**config.mk**
```make
export PLATFORM = sky130hd
export DESIGN_NAME = dtai_top
export DESIGN_NICKNAME = d
export VERILOG_FILES = /design/src/core/dtai_pkg.sv /design/src/core/dtai_top.sv
export VERILOG_INCLUDE_DIRS = /design/src /design/src/core
export SDC_FILE = /design/constraint.sdc
export NUM_CORES = 1
export LEC_CHECK = 0
export ABC_AREA = 1
export ABC_CLOCK_PERIOD_IN_PS = 2100
export BUFFER_PORTS_ARGS = -buffer_cell sky130_fd_sc_hd__buf_2
export CAP_MARGIN = 10
export CELL_PAD_IN_SITES_DETAIL_PLACEMENT = 1
export CELL_PAD_IN_SITES_GLOBAL_PLACEMENT = 1
export CORE_UTILIZATION = 35
export DETAILED_ROUTE_END_ITERATION = 12
export PLACE_DENSITY = 0.88
export SLEW_MARGIN = 25
export SYNTH_ARGS = -nofsm -noshare
export SYNTH_HDL_FRONTEND = slang
export SYNTH_SLANG_ARGS = --single-unit
```
**constraint.sdc**
```tcl
create_clock -name mclk_i -period 2.1 [get_ports mclk_i]
set_clock_uncertainty 0.05 [all_clocks]
set_input_delay 0.105 -clock mclk_i [delete_from_list [all_inputs] [get_ports mclk_i]]
set_output_delay 0.105 -clock mclk_i [all_outputs]
set_load 0.02 [all_outputs]
```
**src/core/dtai_cfg.svh**
```systemverilog
// constants for the threshold adjustment interval timer
// Overview of operation
// - low config bits pick remote interval
// - decrease wait 8 cycles doubling to 1024
// - increase wait doubles decrease, 16 to 2048
// - bits five to three pick on-chip interval
// - remote adjustments only while remote enable set
// - on-chip adjustments only while on-chip enable set
`ifndef DTAI_CFG_SVH
`define DTAI_CFG_SVH
`define DTAI_ADDR_W 4
`define DTAI_DATA_W 32
`define DTAI_CODE_W 3
`define DTAI_CNT_W 12
`define DTAI_OFS_CFG 4'h0
`define DTAI_OFS_CTRL 4'h4
`define DTAI_OFS_STAT 4'h8
`define DTAI_OFS_CNT_A 4'hC
`define DTAI_CFG_RST 8'h00
`define DTAI_CTRL_RST 2'h0
`define DTAI_CFG_W 8
`define DTAI_CTRL_W 2
`define DTAI_REM_LSB 0
`define DTAI_REM_MSB 2
`define DTAI_LOC_LSB 3
`define DTAI_LOC_MSB 5
`define DTAI_EN_REM_BIT 0
`define DTAI_EN_LOC_BIT 1
`define DTAI_BE_LOW 0
`define DTAI_DEC_BASE 12'h008
`define DTAI_INC_BASE 12'h010
`define DTAI_CNT_MAX 12'h800
`define DTAI_CNT_ONE 12'h001
`define DTAI_CNT_ZERO 12'h000
`define DTAI_ZERO32 32'h0000_0000
`endif

```
**src/core/dtai_pkg.sv**
```systemverilog
// types shared by the threshold adjustment interval timer
package dtai_pkg;
   typedef logic [2:0] dtai_code_t;
   typedef logic [11:0] dtai_cnt_t;
   typedef enum logic {DTAI_IDLE, DTAI_ACK} dtai_bus_st_t;
endpackage

```
**src/core/dtai_top.sv**
```systemverilog
// interval timer pacing fan-start threshold adjustments, avalon-mm slave
//
// The placing of the registers and the Avalon-MM interface to the registers are this design's own decisions.
`timescale 1ns/1ps
`include "dtai_cfg.svh"
module dtai_top
   import dtai_pkg::*;
(
   input wire logic mclk_i,
   input wire logic rst_b_i,
   input wire logic [3:0] avs_address_i,
   input wire logic avs_read_i,
   input wire logic avs_write_i,
   input wire logic [31:0] avs_writedata_i,
   input wire logic [3:0] avs_byteenable_i,
   output logic [31:0] avs_readdata_o,
   output logic avs_waitrequest_o,
   input wire logic mon_tick_i,
   input wire logic remote_a_adjusted_i,
   input wire logic onchip_adjusted_i,
   output logic remote_a_dec_allow_o,
   output logic remote_a_inc_allow_o,
   output logic onchip_dec_allow_o,
   output logic onchip_inc_allow_o
);

   // decrease wait: base of eight cycles doubled per code step
   // twelve count bits hold even the longest increase wait, at code seven
   function automatic dtai_cnt_t dec_wait(input dtai_code_t code);
      dec_wait = dtai_cnt_t'(`DTAI_DEC_BASE << code);
   endfunction

   // increase wait is always twice the decrease wait
   function automatic dtai_cnt_t inc_wait(input dtai_code_t code);
      inc_wait = dtai_cnt_t'(dec_wait(code) << 1);
   endfunction

   // next counter value: restart wins over a tick, saturates at longest wait
   // saturating keeps a channel that is never adjusted from wrapping to zero
   function automatic dtai_cnt_t cnt_next(input dtai_cnt_t cnt, input logic en,
                                          input logic adj, input logic tick);
      if (adj || !en) begin
         cnt_next = `DTAI_CNT_ZERO;
      end else if (tick && cnt < `DTAI_CNT_MAX) begin
         cnt_next = dtai_cnt_t'(cnt + `DTAI_CNT_ONE);
      end else begin
         cnt_next = cnt;
      end
   endfunction

   logic [7:0] cfg_ff; // interval codes, top two bits reserved
   logic [1:0] ctrl_ff; // dynamic floor enables
   dtai_cnt_t cnt_a_ff; // remote monitoring cycles since adjust
   dtai_cnt_t cnt_l_ff; // on-chip monitoring cycles since adjust
   dtai_bus_st_t bus_st_ff; // bus handshake state
   logic [31:0] rdata_ff;
   logic wait_ff;
   logic dec_a_ff, inc_a_ff, dec_l_ff, inc_l_ff;

   // decoded fields and addresses
   wire dtai_code_t remote_a_adjust_interval =
      cfg_ff[`DTAI_REM_MSB:`DTAI_REM_LSB];
   wire dtai_code_t onchip_adjust_interval =
      cfg_ff[`DTAI_LOC_MSB:`DTAI_LOC_LSB];
   wire remote_a_dynamic_floor_en = ctrl_ff[`DTAI_EN_REM_BIT];
   wire onchip_dynamic_floor_en = ctrl_ff[`DTAI_EN_LOC_BIT];
   wire req = avs_read_i || avs_write_i;
   wire take = req && (bus_st_ff == DTAI_IDLE);
   wire commit = req && (bus_st_ff == DTAI_ACK);
   wire wr_low = avs_write_i && commit && avs_byteenable_i[`DTAI_BE_LOW];
   wire sel_cfg = (avs_address_i == `DTAI_OFS_CFG);
   wire sel_ctrl = (avs_address_i == `DTAI_OFS_CTRL);
   wire sel_stat = (avs_address_i == `DTAI_OFS_STAT);
   wire sel_cnt = (avs_address_i == `DTAI_OFS_CNT_A);
   // config value the register holds after this edge
   wire logic [`DTAI_CFG_W-1:0] nxt_cfg = (wr_low && sel_cfg) ?
      avs_writedata_i[`DTAI_CFG_W-1:0] : cfg_ff;
   wire dtai_code_t nxt_rem_code = nxt_cfg[`DTAI_REM_MSB:`DTAI_REM_LSB];
   wire dtai_code_t nxt_loc_code = nxt_cfg[`DTAI_LOC_MSB:`DTAI_LOC_LSB];

   // read mux; unmapped addresses read as zero and ignore writes
   logic [31:0] rd_mux;
   always_comb begin
      if (sel_cfg) begin
         rd_mux = {24'h000000, 2'h0, cfg_ff[`DTAI_LOC_MSB:`DTAI_REM_LSB]};
      end else if (sel_ctrl) begin
         rd_mux = {30'h00000000, ctrl_ff};
      end else if (sel_stat) begin
         rd_mux = {28'h0000000, inc_l_ff, dec_l_ff, inc_a_ff, dec_a_ff};
      end else if (sel_cnt) begin
         rd_mux = {4'h0, cnt_l_ff, 4'h0, cnt_a_ff};
      end else begin
         rd_mux = `DTAI_ZERO32;
      end
   end

   // counters and permits
   wire dtai_cnt_t nxt_cnt_a = cnt_next(cnt_a_ff, remote_a_dynamic_floor_en,
                                        remote_a_adjusted_i, mon_tick_i);
   wire dtai_cnt_t nxt_cnt_l = cnt_next(cnt_l_ff, onchip_dynamic_floor_en,
                                        onchip_adjusted_i, mon_tick_i);
   // permits come from the next count so flag and counter never disagree
   // they also judge against the next codes: a code written while a channel
   // runs moves its permits on the same edge as the register, never a cycle late
   wire nxt_dec_a = remote_a_dynamic_floor_en && !remote_a_adjusted_i &&
                    nxt_cnt_a >= dec_wait(nxt_rem_code);
   wire nxt_inc_a = remote_a_dynamic_floor_en && !remote_a_adjusted_i &&
                    nxt_cnt_a >= inc_wait(nxt_rem_code);
   wire nxt_dec_l = onchip_dynamic_floor_en && !onchip_adjusted_i &&
                    nxt_cnt_l >= dec_wait(nxt_loc_code);
   wire nxt_inc_l = onchip_dynamic_floor_en && !onchip_adjusted_i &&
                    nxt_cnt_l >= inc_wait(nxt_loc_code);

   // bus handshake: one wait cycle then a single ack cycle
   // read data is captured when a request is taken and held until the next one
   always_ff @(posedge mclk_i) begin
      if (!rst_b_i) begin
         bus_st_ff <= DTAI_IDLE;
         wait_ff <= 1'b1;
         rdata_ff <= `DTAI_ZERO32;
      end else if (take) begin
         bus_st_ff <= DTAI_ACK;
         wait_ff <= 1'b0;
         rdata_ff <= rd_mux;
      end else begin
         bus_st_ff <= DTAI_IDLE;
         wait_ff <= 1'b1;
      end
   end

   // register writes land on the edge the master sees waitrequest low
   // reserved config bits are stored but never read back or used
   always_ff @(posedge mclk_i) begin
      if (!rst_b_i) begin
         cfg_ff <= `DTAI_CFG_RST;
         ctrl_ff <= `DTAI_CTRL_RST;
      end else if (wr_low && sel_cfg) begin
         cfg_ff <= nxt_cfg;
      end else if (wr_low && sel_ctrl) begin
         ctrl_ff <= avs_writedata_i[`DTAI_CTRL_W-1:0];
      end
   end

   // monitoring-cycle counters, one per channel
   // a disabled channel holds zero, so enabling always starts a full wait
   always_ff @(posedge mclk_i) begin
      if (!rst_b_i) begin
         cnt_a_ff <= `DTAI_CNT_ZERO;
         cnt_l_ff <= `DTAI_CNT_ZERO;
         dec_a_ff <= 1'b0;
         inc_a_ff <= 1'b0;
         dec_l_ff <= 1'b0;
         inc_l_ff <= 1'b0;
      end else begin
         cnt_a_ff <= nxt_cnt_a;
         cnt_l_ff <= nxt_cnt_l;
         dec_a_ff <= nxt_dec_a;
         inc_a_ff <= nxt_inc_a;
         dec_l_ff <= nxt_dec_l;
         inc_l_ff <= nxt_inc_l;
      end
   end

   // every output is a flip-flop, no logic after the registers
   assign avs_readdata_o = rdata_ff;
   assign avs_waitrequest_o = wait_ff;
   assign remote_a_dec_allow_o = dec_a_ff;
   assign remote_a_inc_allow_o = inc_a_ff;
   assign onchip_dec_allow_o = dec_l_ff;
   assign onchip_inc_allow_o = inc_l_ff;
endmodule

```
==> Word-level counts from Yosys, hierarchy flattened <==
Cells that the tools add are included.
{ "op_classes": {"add_sub_neg": 2, "n_mul": 0, "n_div": 0, "magnitude_cmp": 6, "n_eq_ne": 3, "shifts": 2, "mux": 11, "bitwise_logic": 2, "reduce_logical": 23} }
{ "op_table": {"columns": ["op", "n"], "rows": [
  ["$mux 32", 2],
  ["$mux 28", 2],
  ["$ge 12x12->1", 4],
  ["$mux 12", 4],
  ["$add 12x1->12 const B", 2],
  ["$lt 12x12->1 const B", 2],
  ["$shl 4x3->12 const A", 2],
  ["$logic_and 1x1->1", 14],
  ["$eq 4x4->1 const B", 2],
  ["$mux 6", 1],
  ["$eq 4x3->1 const B", 1],
  ["$logic_not 1->1", 4],
  ["$logic_not 4->1", 1],
  ["$logic_or 1x1->1", 3],
  ["$mux 1", 2],
  ["$not 1->1", 2],
  ["$reduce_and 2->1", 1]
]} }
{ "word_totals": {"ff_bits": 70, "latchBits": 0, "ram_bits": 0, "mem_bits_ro": 0, "inputBits": 47, "output_inout_bits": 37, "wordCells": 60, "memories": 0} }

==> Logic depth before layout (Yosys ltp) <==
{ "depth": {"ltp_word": 9, "depth_mapped": 18, "mapped_depth_nobuf": 18} }

==> Least setup slack after synthesis <==
Ideal clock, no wire load.
{ "synth_path": {"path_type": "reg-to-reg", "from": "register bus_st_ff", "to": "register dec_l_ff (netlist: onchip_dec_allow_o)", "setup_ns": 0.123, "t_arrival_ns": 1.928, "required_ns": 1.927, "path_slack_ns": -0.001, "stages_incl_launch_ff": 15, "path_buffers": 1, "period_less_slack_ns": 2.101, "path_cell_list": "dfxtp_1 nand3_1 nor2_8 buf_12 nand2_1 o21ai_2 nand3_1 ha_1 or2_2 nand2_1 nand3_1 nand2_1 nand2_1 nand2_1 a21oi_1"} }
{ "synth_via": {"elab_chain_len": 8} }
{ "synth_lines": {"columns": ["element", "line_no", "rtl"], "rows": [
  ["start, declared", "dtai_top.sv:55", "dtai_bus_st_t bus_st_ff;"],
  ["start signal, assigned", "dtai_top.sv:118", "bus_st_ff <= DTAI_IDLE;"],
  ["start signal, assigned", "dtai_top.sv:122", "bus_st_ff <= DTAI_ACK;"],
  ["start signal, assigned", "dtai_top.sv:126", "bus_st_ff <= DTAI_IDLE;"],
  ["$logic_and 1x1->1", "dtai_top.sv:69", "wire commit = req && (bus_st_ff == DTAI_ACK);"],
  ["$logic_and 1x1->1 (2 in a row)", "dtai_top.sv:70", "wire wr_low = avs_write_i && commit && avs_byteenable_i[`DTAI_BE_LOW];"],
  ["$logic_and 1x1->1", "dtai_top.sv:76", "wire logic [`DTAI_CFG_W-1:0] nxt_cfg = (wr_low && sel_cfg) ?"],
  ["$mux 6", "dtai_top.sv:76", null],
  ["$shl 4x3->12 (no source line)", null, null],
  ["$ge 12x12->1", "dtai_top.sv:110", "nxt_cnt_l >= dec_wait(nxt_loc_code);"],
  ["$logic_and 1x1->1", "dtai_top.sv:109", "wire nxt_dec_l = onchip_dynamic_floor_en && !onchip_adjusted_i &&"],
  ["end signal, assigned", "dtai_top.sv:159", "dec_l_ff <= nxt_dec_l;"],
  ["end, declared", "dtai_top.sv:58", "logic dec_a_ff, inc_a_ff, dec_l_ff, inc_l_ff;"]
]} }
No other way between the ends.
A chain may end at the register's enable or synchronous reset.

==> Worst setup path in the final report <==
{ "layout_path": {"from": "register cnt_a_ff[11]", "to": "register dec_a_ff (netlist: remote_a_dec_allow_o)"} }
{ "layout_via": {"elab_chain_len": 6, "elab_cells_between_ends": 7, "classes_between": "add/sub: 1; order compare: 2; mux: 2; reduce/logical: 2"} }
{ "layout_lines": {"columns": ["element", "line_no", "rtl"], "rows": [
  ["start, declared", "dtai_top.sv:53", "dtai_cnt_t cnt_a_ff;"],
  ["start signal, assigned", "dtai_top.sv:148", "cnt_a_ff <= `DTAI_CNT_ZERO;"],
  ["start signal, assigned", "dtai_top.sv:155", "cnt_a_ff <= nxt_cnt_a;"],
  ["$lt 12x12->1 (no source line)", null, null],
  ["$logic_and 1x1->1 (no source line)", null, null],
  ["$mux 12", "dtai_top.sv:44", "end else if (tick && cnt < `DTAI_CNT_MAX) begin"],
  ["$mux 12", "dtai_top.sv:42", "if (adj || !en) begin"],
  ["net nxt_cnt_a[4]", "dtai_top.sv:98", "wire dtai_cnt_t nxt_cnt_a = cnt_next(cnt_a_ff, remote_a_dynamic_floor_en,"],
  ["$ge 12x12->1", "dtai_top.sv:106", "nxt_cnt_a >= dec_wait(nxt_rem_code);"],
  ["$logic_and 1x1->1", "dtai_top.sv:105", "wire nxt_dec_a = remote_a_dynamic_floor_en && !remote_a_adjusted_i &&"],
  ["end signal, assigned", "dtai_top.sv:157", "dec_a_ff <= nxt_dec_a;"],
  ["end, declared", "dtai_top.sv:58", null]
]} }
The timed path passes the listed nets, and every way through them passes these cells.

==> results.tsv <==
metric	value	unit
grt_util_met2	0.469	
yosys.area_share.adder	0.121	
worstRegToRegCells	14	
fin_crit_sh	1.12	
drive_gt1_frac	0.390	
start_util	0.361	
status	complete, but fails checks	
netSwitchingFraction	0.252	
cp.required	2300	ps
totalWireLength	14.3	mm
r2r_end	remote_a_dec_allow_o	
worst_hold_path.num_cells	3	
synth_area	3530	sq um
leakagePower	2.26	nW
setup_viol	4	
grt_usage	0.256	
yosysWarnings	0	
cap_violations	0	
core-area	9770	sq um
cts_sinks	62	
finalHoldViolCount	1	
max_freq	424	MHz
met1_usage	0.285	
routedWlPerCell	19.7	um
synth_compound_area_frac	0.120	
root_buffer	clkbuf_8	
place_hpwl	8.44	mm
power_density	500	nW/um^2
period_minus_slack	2360	ps
clockPowerShare	0.470	
p_sw	0.000636	W
routabilityCongestion	0.901	
n_fill_cell	1195	
overflow	0	
numCtsBuffers	9	
cts.clk_slew.worst_paths	80	ps
synth_seq_cells	62	
rrSetupSlack	-260	ps
hold_end	ctrl_ff[0]	
grt_pass1_vias	4040	
grt_setup_unrepaired	yes	
crit_fanout	4	
final_cells	726	
drt_first_pass_iters	4	
layout_common_cells	nand2_1, inv_1, dfxtp_1	
die-area	10500	sq um
grt_max_degree	25	
vias	3780	
avgSynthCellArea	7.28	sq um
yosysUniqueCellTypes	32	
detail-route-antenna-nets	0	
nNetsFinal	669	
dr.first_iter.drc_count	151	
path_class	register to register	
setup_slack	-260	ps
violations	negative hold slack, negative setup slack	
syn_to_final_growth	43.4	%
post_synth_and_or_nand_nor_area_fraction	0.281	
clock_latency	360	ps
vias_per_cell	5.21	
comb_power_share	0.063	
p_int	0.00189	W
placement.io_buffers	46	
total_power	0.00253	W
drc	0	
clockBufferDepth	2	
synth-xor-area-share	0.0273	
r2r-start	cnt_a_ff[11]	
cp-start-kind	register	
min_path_type	input pin to register	
whs	-1.51	ps
h-tree-depth	3	
met3_usage	0.0363	
cts_tree	built	
row_count	36	
dp.cells	695	
hp-start	rst_b_i	
final_common_cell	nand2_1	
grt_antenna_before_repair	0	
grt_pass1_wl	20.2	mm
peakVddDrop	240	uV
drv_slew	0	
cp.arrival	2560	ps
synth.area.mux_share	0	
seq_power_share	0.467	
cp-end-kind	register	
syn_inst	484	
ios	84	
seq_area_frac_synth	0.352	
die_h	102	um
die_w	102	um
synth_top_family_by_area	simple AND/OR/NAND/NOR gates	
grt.busiest_layer	met2	
num_antenna_cells	0	
[power groups by stage]
stage	registers (W)	logic, W	clock network [W]
3_5_place_dp	0.00121	0.000133	0
4_1_cts	0.00118	0.000145	0.00116
3_3_place_gp	0.00121	0.000128	0
6_report	0.00118	0.000160	0.00119
2_1_floorplan	0.00121	0.0000815	0
5_1_grt	0.00118	0.000171	0.00124
[sequential cells by signal, summed over array words and instances, names as in the netlist]
register	flops
avs_readdata_o	24
onchip_inc_allow_o	1
cnt_l_ff	12
cfg_ff	6
onchip_dec_allow_o	1
cnt_a_ff	12
avs_waitrequest_o	1
remote_a_dec_allow_o	1
remote_a_inc_allow_o	1
ctrl_ff	2
bus_st_ff	1
[how the worst max path moves through the flow]
stage / from / end / slack, ps / cells past startpoint
after floorplan: bus_st_ff / onchip_dec_allow_o / 60 / 14
after global placement: cnt_l_ff[0] / onchip_inc_allow_o / -90 / 14
after detailed placement: cnt_a_ff[1] / remote_a_inc_allow_o / -240 / 13
after global routing: bus_st_ff / onchip_inc_allow_o / -330 / 14
final: cnt_a_ff[11] / remote_a_dec_allow_o / -260 / 14
after CTS: cnt_a_ff[1] / remote_a_inc_allow_o / -50 / 13
[synth_stat cells (all sizes together)]
library cell | n | share of area
nand2 | 112 | 0.12
nand4 | 4 | 0.0071
nand3b | 1 | 0.0021
ha | 34 | 0.12
nor3 | 7 | 0.0099
or2 | 2 | 0.0035
nor2 | 72 | 0.087
a22o | 1 | 0.0025
nand3 | 27 | 0.042
dfxtp | 62 | 0.35
o21a | 2 | 0.0043
inv | 64 | 0.068
a21oi | 26 | 0.037
o21ai | 35 | 0.056
clkbuf | 1 | 0.0011
conb | 1 | 0.0011
xor2 | 11 | 0.027
a32o | 4 | 0.011
o211ai | 4 | 0.0085
buf | 12 | 0.029
and2 | 2 | 0.0050
[critical path: stages, from the launching register on]
cell     delay, ps
dfxtp_1        340
nor2_4         200
nand3_4        140
o21ai_0        300
o21ai_1        200
nor2_2         280
ha_4           250
nand2_1         60
nor2_1          40
nand2_1         80
nand3_1         80
nand2_1         70
nand2_1         50
nand2_1         70
a21oi_2         50
[cell families after synthesis]
family / count (synthesis)
AOI/OAI and AO/OA: 72
xor gates and xnor gates: 11
DFF: 62
buffers and inverters: 77
adders and majority gates: 34
and+or+nand+nor: 227
other: 1
[per-layer routing]
layer	part of all wire	vias up	wire length (um)
met1	0.41	1838	5840
met2	0.51	134	7260
met5	0	-	0
met3	0.037	61	530
li1	-	1747	-
met4	0.045	0	642
[cell type report]
cell class	count	area [sq um]	area share
clock inverters	6	86.3	0.0171
well taps	133	166	0.0329
multi-input cells	353	2520	0.499
flip-flops and latches	62	1270	0.251
inverters	64	243	0.0480
clock buffers	10	128	0.0252
repair buffers	98	644	0.127
[through the flow]
step           TNS (ps)  hold WS (ps)  cell area [sq um]   util  setup slack [ps]
2_1_floorplan         0           193               3560      -              57.6
3_3_place_gp       -248           336               4130  0.423             -86.7
3_5_place_dp       -748           344               4130  0.423              -242
4_1_cts            -122          7.22               4780  0.490             -45.7
5_1_grt           -1180          29.5               5050  0.517              -331
6_report           -867         -1.51               5050  0.517              -260
[timing repair]
| action | CTS | global route |
|---|---|---|
| endpoints found under the setup margin | 4 | 4 |
| hold buffers | 2 | 0 |
| gates cloned | 1 | 0 |
| resized for setup | 81 | 51 |
| setup buffers | 8 | 4 |
| pin swaps | 31 | 31 |
| endpoints found under the hold margin | 1 | 0 |
Note: power is estimated with default switching activity, not from simulation.
